[config.mk]
export PLATFORM = sky130hd
export DESIGN_NAME = stream_source_driver
export DESIGN_NICKNAME = d
export VERILOG_FILES = /design/src/rtl/stream_source_pkg.sv /design/src/rtl/stream_queue.sv /design/src/rtl/stream_source_driver.sv
export SDC_FILE = /design/constraint.sdc
export NUM_CORES = 2
export LEC_CHECK = 0
export BUFFER_PORTS_ARGS = -buffer_cell sky130_fd_sc_hd__clkbuf_2
export CAP_MARGIN = 20
export CORE_AREA = 2 2 350 352
export CTS_BUF_LIST = sky130_fd_sc_hd__clkbuf_4
export CTS_CLUSTER_SIZE = 16
export DETAILED_ROUTE_END_ITERATION = 8
export DIE_AREA = 0 0 352 354
export MAX_ROUTING_LAYER = met4
export PLACE_DENSITY = 0.56
export SLEW_MARGIN = 30
export SYNTH_ARGS = -nofsm -noshare
export SYNTH_HDL_FRONTEND = slang
export SYNTH_SLANG_ARGS = --single-unit
[constraint.sdc]
create_clock -name clk_in -period 35.5 [get_ports clk_in]
set_input_delay 3.55 -clock clk_in [delete_from_list [all_inputs] [get_ports clk_in]]
set_output_delay 3.55 -clock clk_in [all_outputs]
set_load 0.02 [all_outputs]
[src/rtl/stream_source_pkg.sv]
// Constants and types shared by the stream source driver and its testbench.
package stream_source_pkg;

  // Register byte offsets on the bus.
  localparam logic [7:0] OFF_ARG = 8'h00;
  localparam logic [7:0] OFF_CALL = 8'h04;
  localparam logic [7:0] OFF_RET = 8'h08;
  localparam logic [7:0] OFF_IRQ_STATUS = 8'h0C;
  localparam logic [7:0] OFF_IRQ_MASK = 8'h10;
  localparam logic [7:0] OFF_CONFIG = 8'h14;

  // Function codes written to the call register.
  localparam logic [3:0] CMD_INITIALISE = 4'h0;
  localparam logic [3:0] CMD_SET_BACKPRESSURE_TIMEOUT = 4'h1;
  localparam logic [3:0] CMD_QUEUE_TRANSACTION = 4'h2;
  localparam logic [3:0] CMD_READ_OUTGOING_DEPTH = 4'h3;
  localparam logic [3:0] CMD_READ_RESPONSE_DEPTH = 4'h4;
  localparam logic [3:0] CMD_SET_BEAT_PAYLOAD = 4'h5;
  localparam logic [3:0] CMD_SET_BEAT_CHANNEL = 4'h6;
  localparam logic [3:0] CMD_SET_LEADING_IDLES = 4'h7;
  localparam logic [3:0] CMD_SET_PACKET_FIRST = 4'h8;
  localparam logic [3:0] CMD_SET_PACKET_LAST = 4'h9;
  localparam logic [3:0] CMD_SET_BEAT_ERROR = 4'hA;
  localparam logic [3:0] CMD_SET_UNUSED_SYMBOLS = 4'hB;
  localparam logic [3:0] CMD_TAKE_RESPONSE = 4'hC;
  localparam logic [3:0] CMD_READ_STALL_CYCLES = 4'hD;
  localparam logic [3:0] CMD_READ_READY_STATE = 4'hE;
  localparam logic [3:0] CMD_READ_ALL_DONE = 4'hF;

  // Interrupt status and mask bit positions.
  localparam int IRQ_DRIVE = 0;
  localparam int IRQ_RESP = 1;
  localparam int IRQ_DONE = 2;
  localparam int IRQ_FATAL = 3;
  localparam int IRQ_W = 4;

  // Config register: bit 0 selects a sink ready latency above zero.
  localparam int CFG_LATENCY_BIT = 0;

  localparam int QUEUE_DEPTH = 8;
  localparam int COUNT_W = 4;
  localparam int STALL_W = 16;
  localparam logic [1:0] HTRANS_NONSEQ = 2'h2;
  localparam logic [15:0] TIMEOUT_RESET = 16'h0000;
  localparam logic [IRQ_W-1:0] MASK_RESET = 4'h0;

  typedef enum logic [1:0] {ST_IDLE, ST_WAIT, ST_DRIVE, ST_HALT} drv_state_e;

  // One queued transaction: beat fields plus its leading idle count.
  typedef struct packed {
    logic [15:0] idles;
    logic error;
    logic [1:0] empty;
    logic eop;
    logic sop;
    logic channel;
    logic [31:0] data;
  } txn_s;

endpackage

[src/rtl/stream_queue.sv]
// Synchronous first-in first-out queue with valid/ready on both sides.
module stream_queue #(
  parameter int W = 8,
  parameter int D = 8,
  parameter int CW = 4
) (
  // Clock and reset
  input wire logic clk_in,
  input wire logic rst_in,
  input wire logic clear_in,
  // Filling side
  input wire logic push_valid_in,
  output logic push_ready_out,
  input wire logic [W-1:0] push_data_in,
  // Draining side
  output logic pop_valid_out,
  input wire logic pop_ready_in,
  output logic [W-1:0] pop_data_out,
  output logic [CW-1:0] count_out
);
  localparam int AW = $clog2(D);

  typedef struct packed {
    logic [D-1:0][W-1:0] mem;
    logic [AW-1:0] rd;
    logic [AW-1:0] wr;
    logic [CW-1:0] cnt;
  } queue_s;

  queue_s q;
  queue_s d;
  logic push;
  logic pop;

  assign push_ready_out = q.cnt != CW'(D);
  assign pop_valid_out = q.cnt != '0;
  assign pop_data_out = q.mem[q.rd];
  assign count_out = q.cnt;

  always_comb begin
    d = q;
    push = push_valid_in && push_ready_out;
    pop = pop_ready_in && pop_valid_out;
    if (push) begin
      d.mem[q.wr] = push_data_in;
      d.wr = q.wr + AW'(1);
    end
    if (pop) begin
      d.rd = q.rd + AW'(1);
    end
    d.cnt = q.cnt + CW'(push) - CW'(pop);
    if (clear_in) begin
      d.rd = '0;
      d.wr = '0;
      d.cnt = '0;
    end
  end

  always_ff @(posedge clk_in or posedge rst_in) begin
    if (rst_in) begin
      q <= '0;
    end else begin
      q <= d;
    end
  end
endmodule

[src/rtl/stream_source_driver.sv]
// Stream source driver: queued transactions driven beat by beat to a sink.
// Operation
// RL1 - Queue command appends transaction; driver drives queue.
// RL2 - Backpressure timeout count; zero disables it.
// RL3 - Leading idle cycles precede each driven transaction.
// RL4 - Initialise puts stream outputs into idle.
// RL5 - Beat fields assembled, then driven with beat.
// RL6 - Host takes response before reading its contents.
// RL7 - Response-done event once response is queued.
// RL8 - Driving event when beat presentation starts.
// RL9 - Completion event when outgoing queue drained.
// RL10 - Fatal error raises event, halts all operation.
// RL11 - Command port kept apart from stream timing.
// RL12 - Each operation selected by fixed function code.
// RL13 - Illegal field contents driven unchanged, never refused.
// RL14 - Zero ready latency: hold beat until ready.
// RL15 - Nonzero latency: idle until ready, then drive.
// RL16 - Stall cycles recorded as transaction response latency.
// RL17 - Transactions and responses handled first in, first out.
module stream_source_driver
  import stream_source_pkg::*;
(
  // Clock and reset
  input wire logic clk_in,
  input wire logic rst_in,
  // Register bus
  input wire logic hsel_in,
  input wire logic [31:0] haddr_in,
  input wire logic [1:0] htrans_in,
  input wire logic hwrite_in,
  input wire logic [2:0] hsize_in,
  input wire logic [31:0] hwdata_in,
  input wire logic hready_in,
  output logic [31:0] hrdata_out,
  output logic hreadyout_out,
  output logic hresp_out,
  // Stream toward the sink
  output logic str_valid_out,
  output logic [31:0] str_data_out,
  output logic str_channel_out,
  output logic str_sop_out,
  output logic str_eop_out,
  output logic [1:0] str_empty_out,
  output logic str_error_out,
  input wire logic str_ready_in,
  // Interrupt
  output logic irq_out
);

  typedef struct packed {
    drv_state_e st;
    logic valid;
    txn_s cur;
    txn_s asm_t;
    logic [15:0] cnt;
    logic [STALL_W-1:0] stall;
    logic [STALL_W-1:0] last_stall;
    logic [15:0] tmo;
    logic latency;
    logic all_done;
    logic drv_pulse;
    logic [31:0] arg;
    logic [31:0] ret;
    logic [IRQ_W-1:0] irq_st;
    logic [IRQ_W-1:0] irq_mk;
    logic irq;
    logic wr_pend;
    logic rd_pend;
    logic hit;
    logic [7:0] addr;
    logic [31:0] hrdata;
    logic hready;
    logic hresp;
  } drv_s;

  drv_s q;
  drv_s d;
  logic [IRQ_W-1:0] ev;
  logic clr;
  logic o_push;
  logic o_rdy;
  logic o_vld;
  logic o_pop;
  txn_s o_data;
  logic [COUNT_W-1:0] o_cnt;
  logic r_push;
  logic r_rdy;
  logic r_vld;
  logic r_pop;
  logic [STALL_W-1:0] r_data;
  logic [COUNT_W-1:0] r_cnt;
  logic beat_done;

  // Outgoing transaction queue.
  stream_queue #(.W($bits(txn_s)), .D(QUEUE_DEPTH), .CW(COUNT_W)) u_out (
    .clk_in(clk_in),
    .rst_in(rst_in),
    .clear_in(clr),
    .push_valid_in(o_push),
    .push_ready_out(o_rdy),
    .push_data_in(q.asm_t),
    .pop_valid_out(o_vld),
    .pop_ready_in(o_pop),
    .pop_data_out(o_data),
    .count_out(o_cnt)
  );

  // Response queue holding the stall count of each finished beat.
  stream_queue #(.W(STALL_W), .D(QUEUE_DEPTH), .CW(COUNT_W)) u_resp (
    .clk_in(clk_in),
    .rst_in(rst_in),
    .clear_in(clr),
    .push_valid_in(r_push),
    .push_ready_out(r_rdy),
    .push_data_in(q.stall),
    .pop_valid_out(r_vld),
    .pop_ready_in(r_pop),
    .pop_data_out(r_data),
    .count_out(r_cnt)
  );

  always_comb begin
    d = q;
    ev = '0;
    clr = 1'b0;
    o_push = 1'b0;
    o_pop = 1'b0;
    r_push = 1'b0;
    r_pop = 1'b0;
    beat_done = 1'b0;
    d.drv_pulse = 1'b0;
    d.hready = 1'b1;
    d.hresp = 1'b0;
    d.wr_pend = 1'b0;
    d.rd_pend = 1'b0;

    // Reads take one wait state so a return value set by a call in the
    // previous transfer is already visible.
    if (q.rd_pend) begin
      d.hrdata = '0;
      if (q.hit) begin
        case (q.addr)
          OFF_ARG: d.hrdata = q.arg;
          OFF_RET: d.hrdata = q.ret;
          OFF_IRQ_STATUS: d.hrdata = 32'(q.irq_st);
          OFF_IRQ_MASK: d.hrdata = 32'(q.irq_mk);
          OFF_CONFIG: d.hrdata = 32'(q.latency);
          default: d.hrdata = '0;
        endcase
      end
    end
    if (hsel_in && hready_in && htrans_in == HTRANS_NONSEQ) begin
      d.addr = haddr_in[7:0];
      d.hit = haddr_in[31:8] == '0;
      if (hwrite_in) begin
        d.wr_pend = 1'b1;
      end else begin
        d.rd_pend = 1'b1;
        d.hready = 1'b0;
      end
    end

    // Stream side state machine.
    case (q.st)
      ST_IDLE: begin
        if (o_vld && r_rdy) begin
          o_pop = 1'b1; // [RL1] [RL17]
          d.cur = o_data;
          d.cnt = o_data.idles;
          d.stall = '0;
          d.st = ST_WAIT;
        end
      end
      ST_WAIT: begin
        if (q.cnt == '0) begin
          d.st = ST_DRIVE;
          if (!q.latency) begin
            d.valid = 1'b1; // [RL14]
            d.drv_pulse = 1'b1; // [RL8]
          end
        end else begin
          d.cnt = q.cnt - 16'h0001; // [RL3]
        end
      end
      ST_DRIVE: begin
        if (q.latency ? q.valid : str_ready_in) begin
          beat_done = 1'b1;
        end else if (q.latency && str_ready_in) begin
          d.valid = 1'b1; // [RL15]
          d.drv_pulse = 1'b1; // [RL8]
        end else begin
          d.stall = q.stall + 16'h0001; // [RL16]
          if (q.tmo != '0 && d.stall >= q.tmo) begin
            d.st = ST_HALT; // [RL2] [RL10]
            d.valid = 1'b0;
            ev[IRQ_FATAL] = 1'b1;
          end
        end
        if (beat_done) begin
          d.valid = 1'b0;
          r_push = 1'b1; // [RL16] [RL17]
          ev[IRQ_RESP] = 1'b1; // [RL7]
          d.st = ST_IDLE;
          if (o_cnt == '0) begin
            ev[IRQ_DONE] = 1'b1; // [RL9]
            d.all_done = 1'b1;
          end
        end
      end
      ST_HALT: begin
        d.valid = 1'b0; // [RL10]
      end
      default: d.st = ST_IDLE;
    endcase
    if (d.drv_pulse) begin
      ev[IRQ_DRIVE] = 1'b1;
    end

    // Register writes land in the data phase.
    if (q.wr_pend && q.hit) begin
      case (q.addr)
        OFF_ARG: d.arg = hwdata_in;
        OFF_IRQ_STATUS: d.irq_st = q.irq_st & ~hwdata_in[IRQ_W-1:0];
        OFF_IRQ_MASK: d.irq_mk = hwdata_in[IRQ_W-1:0];
        OFF_CONFIG: d.latency = hwdata_in[CFG_LATENCY_BIT];
        OFF_CALL: begin
          // Calls decode the live hwdata_in in the data phase, and the
          // ready-state call samples str_ready_in as it stands. [RL11]
          case (hwdata_in[3:0]) // [RL12]
            CMD_INITIALISE: clr = q.st != ST_HALT; // [RL4] [RL10]
            CMD_SET_BACKPRESSURE_TIMEOUT: d.tmo = q.arg[15:0]; // [RL2]
            CMD_QUEUE_TRANSACTION: begin
              o_push = 1'b1; // [RL1]
              d.all_done = 1'b0;
            end
            CMD_READ_OUTGOING_DEPTH: d.ret = 32'(o_cnt);
            CMD_READ_RESPONSE_DEPTH: d.ret = 32'(r_cnt);
            // Field values are stored as given, legal or not. [RL5] [RL13]
            CMD_SET_BEAT_PAYLOAD: d.asm_t.data = q.arg;
            CMD_SET_BEAT_CHANNEL: d.asm_t.channel = q.arg[0];
            CMD_SET_LEADING_IDLES: d.asm_t.idles = q.arg[15:0]; // [RL3]
            CMD_SET_PACKET_FIRST: d.asm_t.sop = q.arg[0];
            CMD_SET_PACKET_LAST: d.asm_t.eop = q.arg[0];
            CMD_SET_BEAT_ERROR: d.asm_t.error = q.arg[0];
            CMD_SET_UNUSED_SYMBOLS: d.asm_t.empty = q.arg[1:0];
            CMD_TAKE_RESPONSE: begin
              r_pop = 1'b1; // [RL6] [RL17]
              if (r_vld) begin
                d.last_stall = r_data;
              end
            end
            CMD_READ_STALL_CYCLES: d.ret = 32'(q.last_stall); // [RL6]
            CMD_READ_READY_STATE: d.ret = 32'(str_ready_in);
            CMD_READ_ALL_DONE: d.ret = 32'(q.all_done);
            default: d.ret = q.ret;
          endcase
        end
        default: d.arg = q.arg;
      endcase
    end

    // Initialise wins over the stream machine, even over a same-cycle fatal halt whose event bit still sets, but not after a fatal halt.
    if (clr && q.st != ST_HALT) begin
      o_pop = 1'b0;
      r_push = 1'b0;
      ev[IRQ_DRIVE] = 1'b0;
      ev[IRQ_RESP] = 1'b0;
      ev[IRQ_DONE] = 1'b0;
      d.drv_pulse = 1'b0;
      d.st = ST_IDLE; // [RL4]
      d.valid = 1'b0;
      d.cur = '0;
      d.all_done = 1'b1;
    end

    // A new event beats a same-cycle write-one-to-clear.
    d.irq_st = d.irq_st | ev;
    d.irq = |(d.irq_st & d.irq_mk);
  end

  always_ff @(posedge clk_in or posedge rst_in) begin
    if (rst_in) begin
      q <= '0;
      q.st <= ST_IDLE;
      q.tmo <= TIMEOUT_RESET;
      q.irq_mk <= MASK_RESET;
      q.all_done <= 1'b1;
      q.hready <= 1'b1;
    end else begin
      q <= d;
    end
  end

  // Outputs come straight from the state register.
  assign hrdata_out = q.hrdata;
  assign hreadyout_out = q.hready;
  assign hresp_out = q.hresp;
  assign str_valid_out = q.valid;
  assign str_data_out = q.cur.data;
  assign str_channel_out = q.cur.channel;
  assign str_sop_out = q.cur.sop;
  assign str_eop_out = q.cur.eop;
  assign str_empty_out = q.cur.empty;
  assign str_error_out = q.cur.error;
  assign irq_out = q.irq;
endmodule

==> key figures <==
Logic synthesis
  – Top post-synthesis cells by area: sky130_fd_sc_hd__dfrtp_1, sky130_fd_sc_hd__mux2_2, sky130_fd_sc_hd__mux4_2
  – Most common cell in the netlist: sky130_fd_sc_hd__dfrtp_1
  – Sequential area share after synthesis: a little over half
  – Async set or reset register ratio after synthesis: 100.0%
  – Total number of yosys warnings: 0
  – Synth Net Count: slightly below 3000
  – Most used DFF post-synth: sky130_fd_sc_hd__dfrtp_1
  – Cell area after technology mapping: 38470 sq um
  – Library cell occupying the most area in the post-synthesis netlist: sky130_fd_sc_hd__dfrtp_1
  – Post-synth cell types: 66
  – Number of synthesized flops with an enable pin: 0
  – Post-synthesis sequential element count: approximately 840
  – Portion of synthesized cell area occupied by the leading cell type: a little over half
  – Commonest cells post-synth: sky130_fd_sc_hd__dfrtp_1, sky130_fd_sc_hd__mux2_2, sky130_fd_sc_hd__nand2_1
  – Cells after Synth: 2784
  – Syn_area_per_cell: 13.82 sq um

Die
  – Die H: between 300 and 400 um
  – Cell row count: 128
  – Core footprint: 120900 sq um
  – Horizontal die dimension: 352 um
  – Die area: 124600 sq um
  – Io pins: 149
  – Initial standard-cell utilization of the core: between 30% and 40%

STA
  – Setup TNS: 0 ns
  – Share of the clock period used by the worst path: 16.81%
  – Final setup margin: approximately 30 ns
  – Worst setup skew after layout: 0.07523 ns
  – Number of failing hold endpoints at the final stage: 0
  – Final setup violation count: 0
  – Count of pins over their slew limit: 0
  – Highest Clock Rate: 0.1676 GHz
  – Setup repair after global routing missed its margin: no
  – Hold Worst Slack: 0.4741 ns
  – Post-layout minimum cycle time: 5.967 ns
  – Worst-case headroom to the max-slew limit: 36.21%
  – Slew at the pin with the worst max-slew slack: about 0.96 ns

Global routing
  – Wire length of the first global-routing pass: 145100 um
  – Total routing usage reported by global routing: 15.41%
  – Maximum number of pins on one net before global-route repair: about 130
  – Number of antenna violations at the first check in global routing: 10
  – Total congestion overflow: 0
  – Number of global-route vias before repair: around 24000

Placed design
  – Count of buffers from port buffering: ~140
  – RePlAce Congestion: 0.7844
  – Placed wire-length estimate after detailed placement: 54980 um
  – Pre-CTS worst setup slack: 28.41 ns

Worst setup path
  – Slowest stage cell on the critical path: sky130_fd_sc_hd__buf_4
  – Crit. End Element: flip-flop
  – Critical path type: input port to flip-flop
  – Critical-path cell list: clkbuf_2, or3_1, nor4_4, nand4_2, nor3_4, buf_4, mux2_2
  – Reg-to-Reg End: q[295]$_DFFE_PP0P_
  – Cell type group with the largest total delay on the critical path: simple AND/OR/NAND/NOR gates
  – Depth of the most critical reg-to-reg path: 12
  – CP Data Required Time: about 36 ns
  – Register-to-register setup slack: between 30 and 40 ns
  – Worst path buffer plus inverter count: 2
  – CP peak stage delay: 0.75 ns
  – Arrival time at the worst endpoint: between 6 and 7 ns
  – Startpoint of the lowest-slack register-to-register path: q[153]$_DFFE_PP0P_
  – Critical path fanouts, max: 45
  – Kind of start point of the critical path: input port

Clock tree
  – Cts bufs inserted: 214
  – Maximum buffer depth of the clock tree: 3
  – Hold-fix buffers, CTS: 0
  – Clock input transition at the sequential cells of the worst setup and hold paths: ~0.060 ns
  – Root buffer cell: sky130_fd_sc_hd__clkbuf_4
  – Clock sinks: 842
  – Maximum level of the CTS H-tree: 4
  – TritonCTS clock tree: yes
  – Post-CTS repair timing setup buffer count: 0
  – Clock latency on the worst-skew pair: 1.07 ns
  – Number of gates given a new drive strength after cts: 0

Worst hold path
  – Worst Hold Endpoint: q[137]$_DFFE_PP0P_
  – Path category of the worst min-delay check: flip-flop to flip-flop
  – Launch point of the worst hold path: q[137]$_DFFE_PP0P_
  – Worst Hold Path Cells: 2

Pwr
  – Total power divided by cell area: 51.77 nW/um^2
  – Power share of the sequential group: about 47%
  – Clock share of power: between 30% and 40%
  – Internal power summed over all cells: 1569 uW
  – Fraction of power spent switching nets: between 20% and 30%
  – Peak supply drop: 0.05623 mV
  – Total leakage power: ~0.021 uW
  – Relative contribution of combinational cells to total power: 15.2%
  – Switching power total: roughly 660 uW

Route
  – Residual DRC: 0
  – First drt pass iteration count: 5
  – Residual antenna-violating net count after detailed routing: 0
  – Overall via count from detail_route: 22950
  – Final routed wirelength across all metal layers: 92230 um
  – Wire length per cell after detailed routing: 19.51 um
  – Initial detailed-routing violation count: between 1000 and 1500
  – Vias per Instance: 4.855

Outcome
  – Outcome: finished, final reports clean

Final layout
  – Fraction of layout cells with a size suffix above 1: 40.24%
  – Area delta synth->final: 12.17%
  – Post-layout net count: 3064
  – Layout fillers: ~12000

Flow run
  – Maxcap violations: 0
-- state kept, by name, summed over array words and instances (netlist names) --
| signal | flops |
|---|---|
| str_eop_out | 1 |
| q | 189 |
| str_sop_out | 1 |
| hreadyout_out | 1 |
| str_channel_out | 1 |
| str_valid_out | 1 |
| str_empty_out | 2 |
| str_error_out | 1 |
| u_out.count_out | 4 |
| irq_out | 1 |
| str_data_out | 32 |
| u_out.q | 438 |
| hrdata_out | 32 |
| u_resp.q | 134 |
| u_resp.count_out | 4 |
-- logic make-up (layout without fill, tap and decap cells) --
family                     Yosys count  in the layout  share of synthesized area [%]
adders and majority gates           40             40                          1.340
buffers and inverters              318            628                          4.355
other                                1              8                       0.009748
muxes                              880            880                          29.65
xor gates and xnor gates            27             27                         0.6147
DFF                                842            842                          54.78
and+or+nand+nor                    409            409                          5.135
AOI/OAI and AO/OA                  267            267                          4.114
-- layout by cell type, fill, tap and decap left out, types with 8 or more instances in the layout --
master                       n
sky130_fd_sc_hd__a211oi_1   10
sky130_fd_sc_hd__a21o_1     11
sky130_fd_sc_hd__a21oi_1    83
sky130_fd_sc_hd__a22oi_1    19
sky130_fd_sc_hd__and3_1      8
sky130_fd_sc_hd__buf_4      35
sky130_fd_sc_hd__clkbuf_2  144
sky130_fd_sc_hd__clkbuf_4  322
sky130_fd_sc_hd__clkinv_1   22
sky130_fd_sc_hd__dfrtp_1   835
sky130_fd_sc_hd__ha_1       38
sky130_fd_sc_hd__inv_1      75
sky130_fd_sc_hd__mux2_1    143
sky130_fd_sc_hd__mux2_2    535
sky130_fd_sc_hd__mux2i_1    62
sky130_fd_sc_hd__mux4_2    140
sky130_fd_sc_hd__nand2_1   152
sky130_fd_sc_hd__nand2b_1    9
sky130_fd_sc_hd__nand3_1    15
sky130_fd_sc_hd__nor2_1    118
sky130_fd_sc_hd__nor2b_1    13
sky130_fd_sc_hd__nor4_1     13
sky130_fd_sc_hd__o21ai_0    85
sky130_fd_sc_hd__o22ai_1    19
sky130_fd_sc_hd__o31ai_1     9
sky130_fd_sc_hd__or3_1      10
sky130_fd_sc_hd__xnor2_1    17
sky130_fd_sc_hd__xor2_1     10
-- metrics by stage --
step | utilization [%] | cells | cell area [sq um] | total power [uW]
final | 35.69 | 4726 | 43150 | 2234
after global routing | 35.68 | 4724 | 43150 | 2365
after CTS | 35.59 | 4716 | 43040 | 2271
after detailed placement | 33.32 | 4355 | 40290 | 1410
after global placement | 33.29 | 4354 | 40250 | 1405
after floorplan | - | 2784 | 38470 | 1310
-- layout make-up --
cell class / instances / area, sq um / area share, %
Sequential cell: 842 / 21090 / 48.86
Antenna cell: 7 / 17.52 / 0.04059
Tap cell: 1625 / 2033 / 4.712
Clock inverter: 39 / 331.6 / 0.7684
Timing Repair Buffer: 191 / 1185 / 2.746
Inverter: 76 / 292.8 / 0.6785
Multi-Input combinational cell: 1624 / 15790 / 36.59
Clock buffer: 322 / 2417 / 5.602
-- worst register-to-register path: stages (launching register included) --
cell,delay (ns)
sky130_fd_sc_hd__dfrtp_1,0.65
sky130_fd_sc_hd__ha_1,0.32
sky130_fd_sc_hd__and3_1,0.23
sky130_fd_sc_hd__nand3_1,0.18
sky130_fd_sc_hd__or3_1,0.50
sky130_fd_sc_hd__nor2_1,0.19
sky130_fd_sc_hd__xor2_1,0.12
sky130_fd_sc_hd__ha_1,0.30
sky130_fd_sc_hd__nand2_1,0.07
sky130_fd_sc_hd__o41ai_1,0.81
sky130_fd_sc_hd__a31oi_1,0.27
sky130_fd_sc_hd__or4_1,0.52
sky130_fd_sc_hd__a2bb2oi_1,0.14
-- layer usage --
metal / track usage (%) / share of wire [%]
met1: 20.77 / 47
met2: 23.17 / 46
met3: 3.284 / 4.8
met4: 4.910 / 1.9
met5: - / 0
-- power groups by stage --
stage                     clock network (uW)  logic [uW]  registers, uW
after floorplan                            0         290           1020
after global placement                     0         338           1070
after detailed placement                   0         342           1070
after CTS                                878         343           1050
after global routing                     931         379           1050
final                                    846         339           1050
-- how the worst max path moves through the flow --
stage / slack [ns] / end / depth (start not counted) / startpoint
after floorplan: 8.30 / hrdata_out[0]$_DFFE_PP0P_ / 1 / rst_in
after global placement: 28.42 / str_data_out[26]$_DFFE_PP0P_ / 5 / rst_in
after detailed placement: 28.41 / str_data_out[26]$_DFFE_PP0P_ / 5 / rst_in
after CTS: 29.56 / q[180]$_DFFE_PP0P_ / 5 / rst_in
after global routing: 29.43 / u_out.q[59]$_DFFE_PP0P_ / 7 / hwdata_in[3]
final: 29.53 / u_out.q[12]$_DFFE_PP0P_ / 7 / hwdata_in[3]
(Power assumes the default switching activity.)
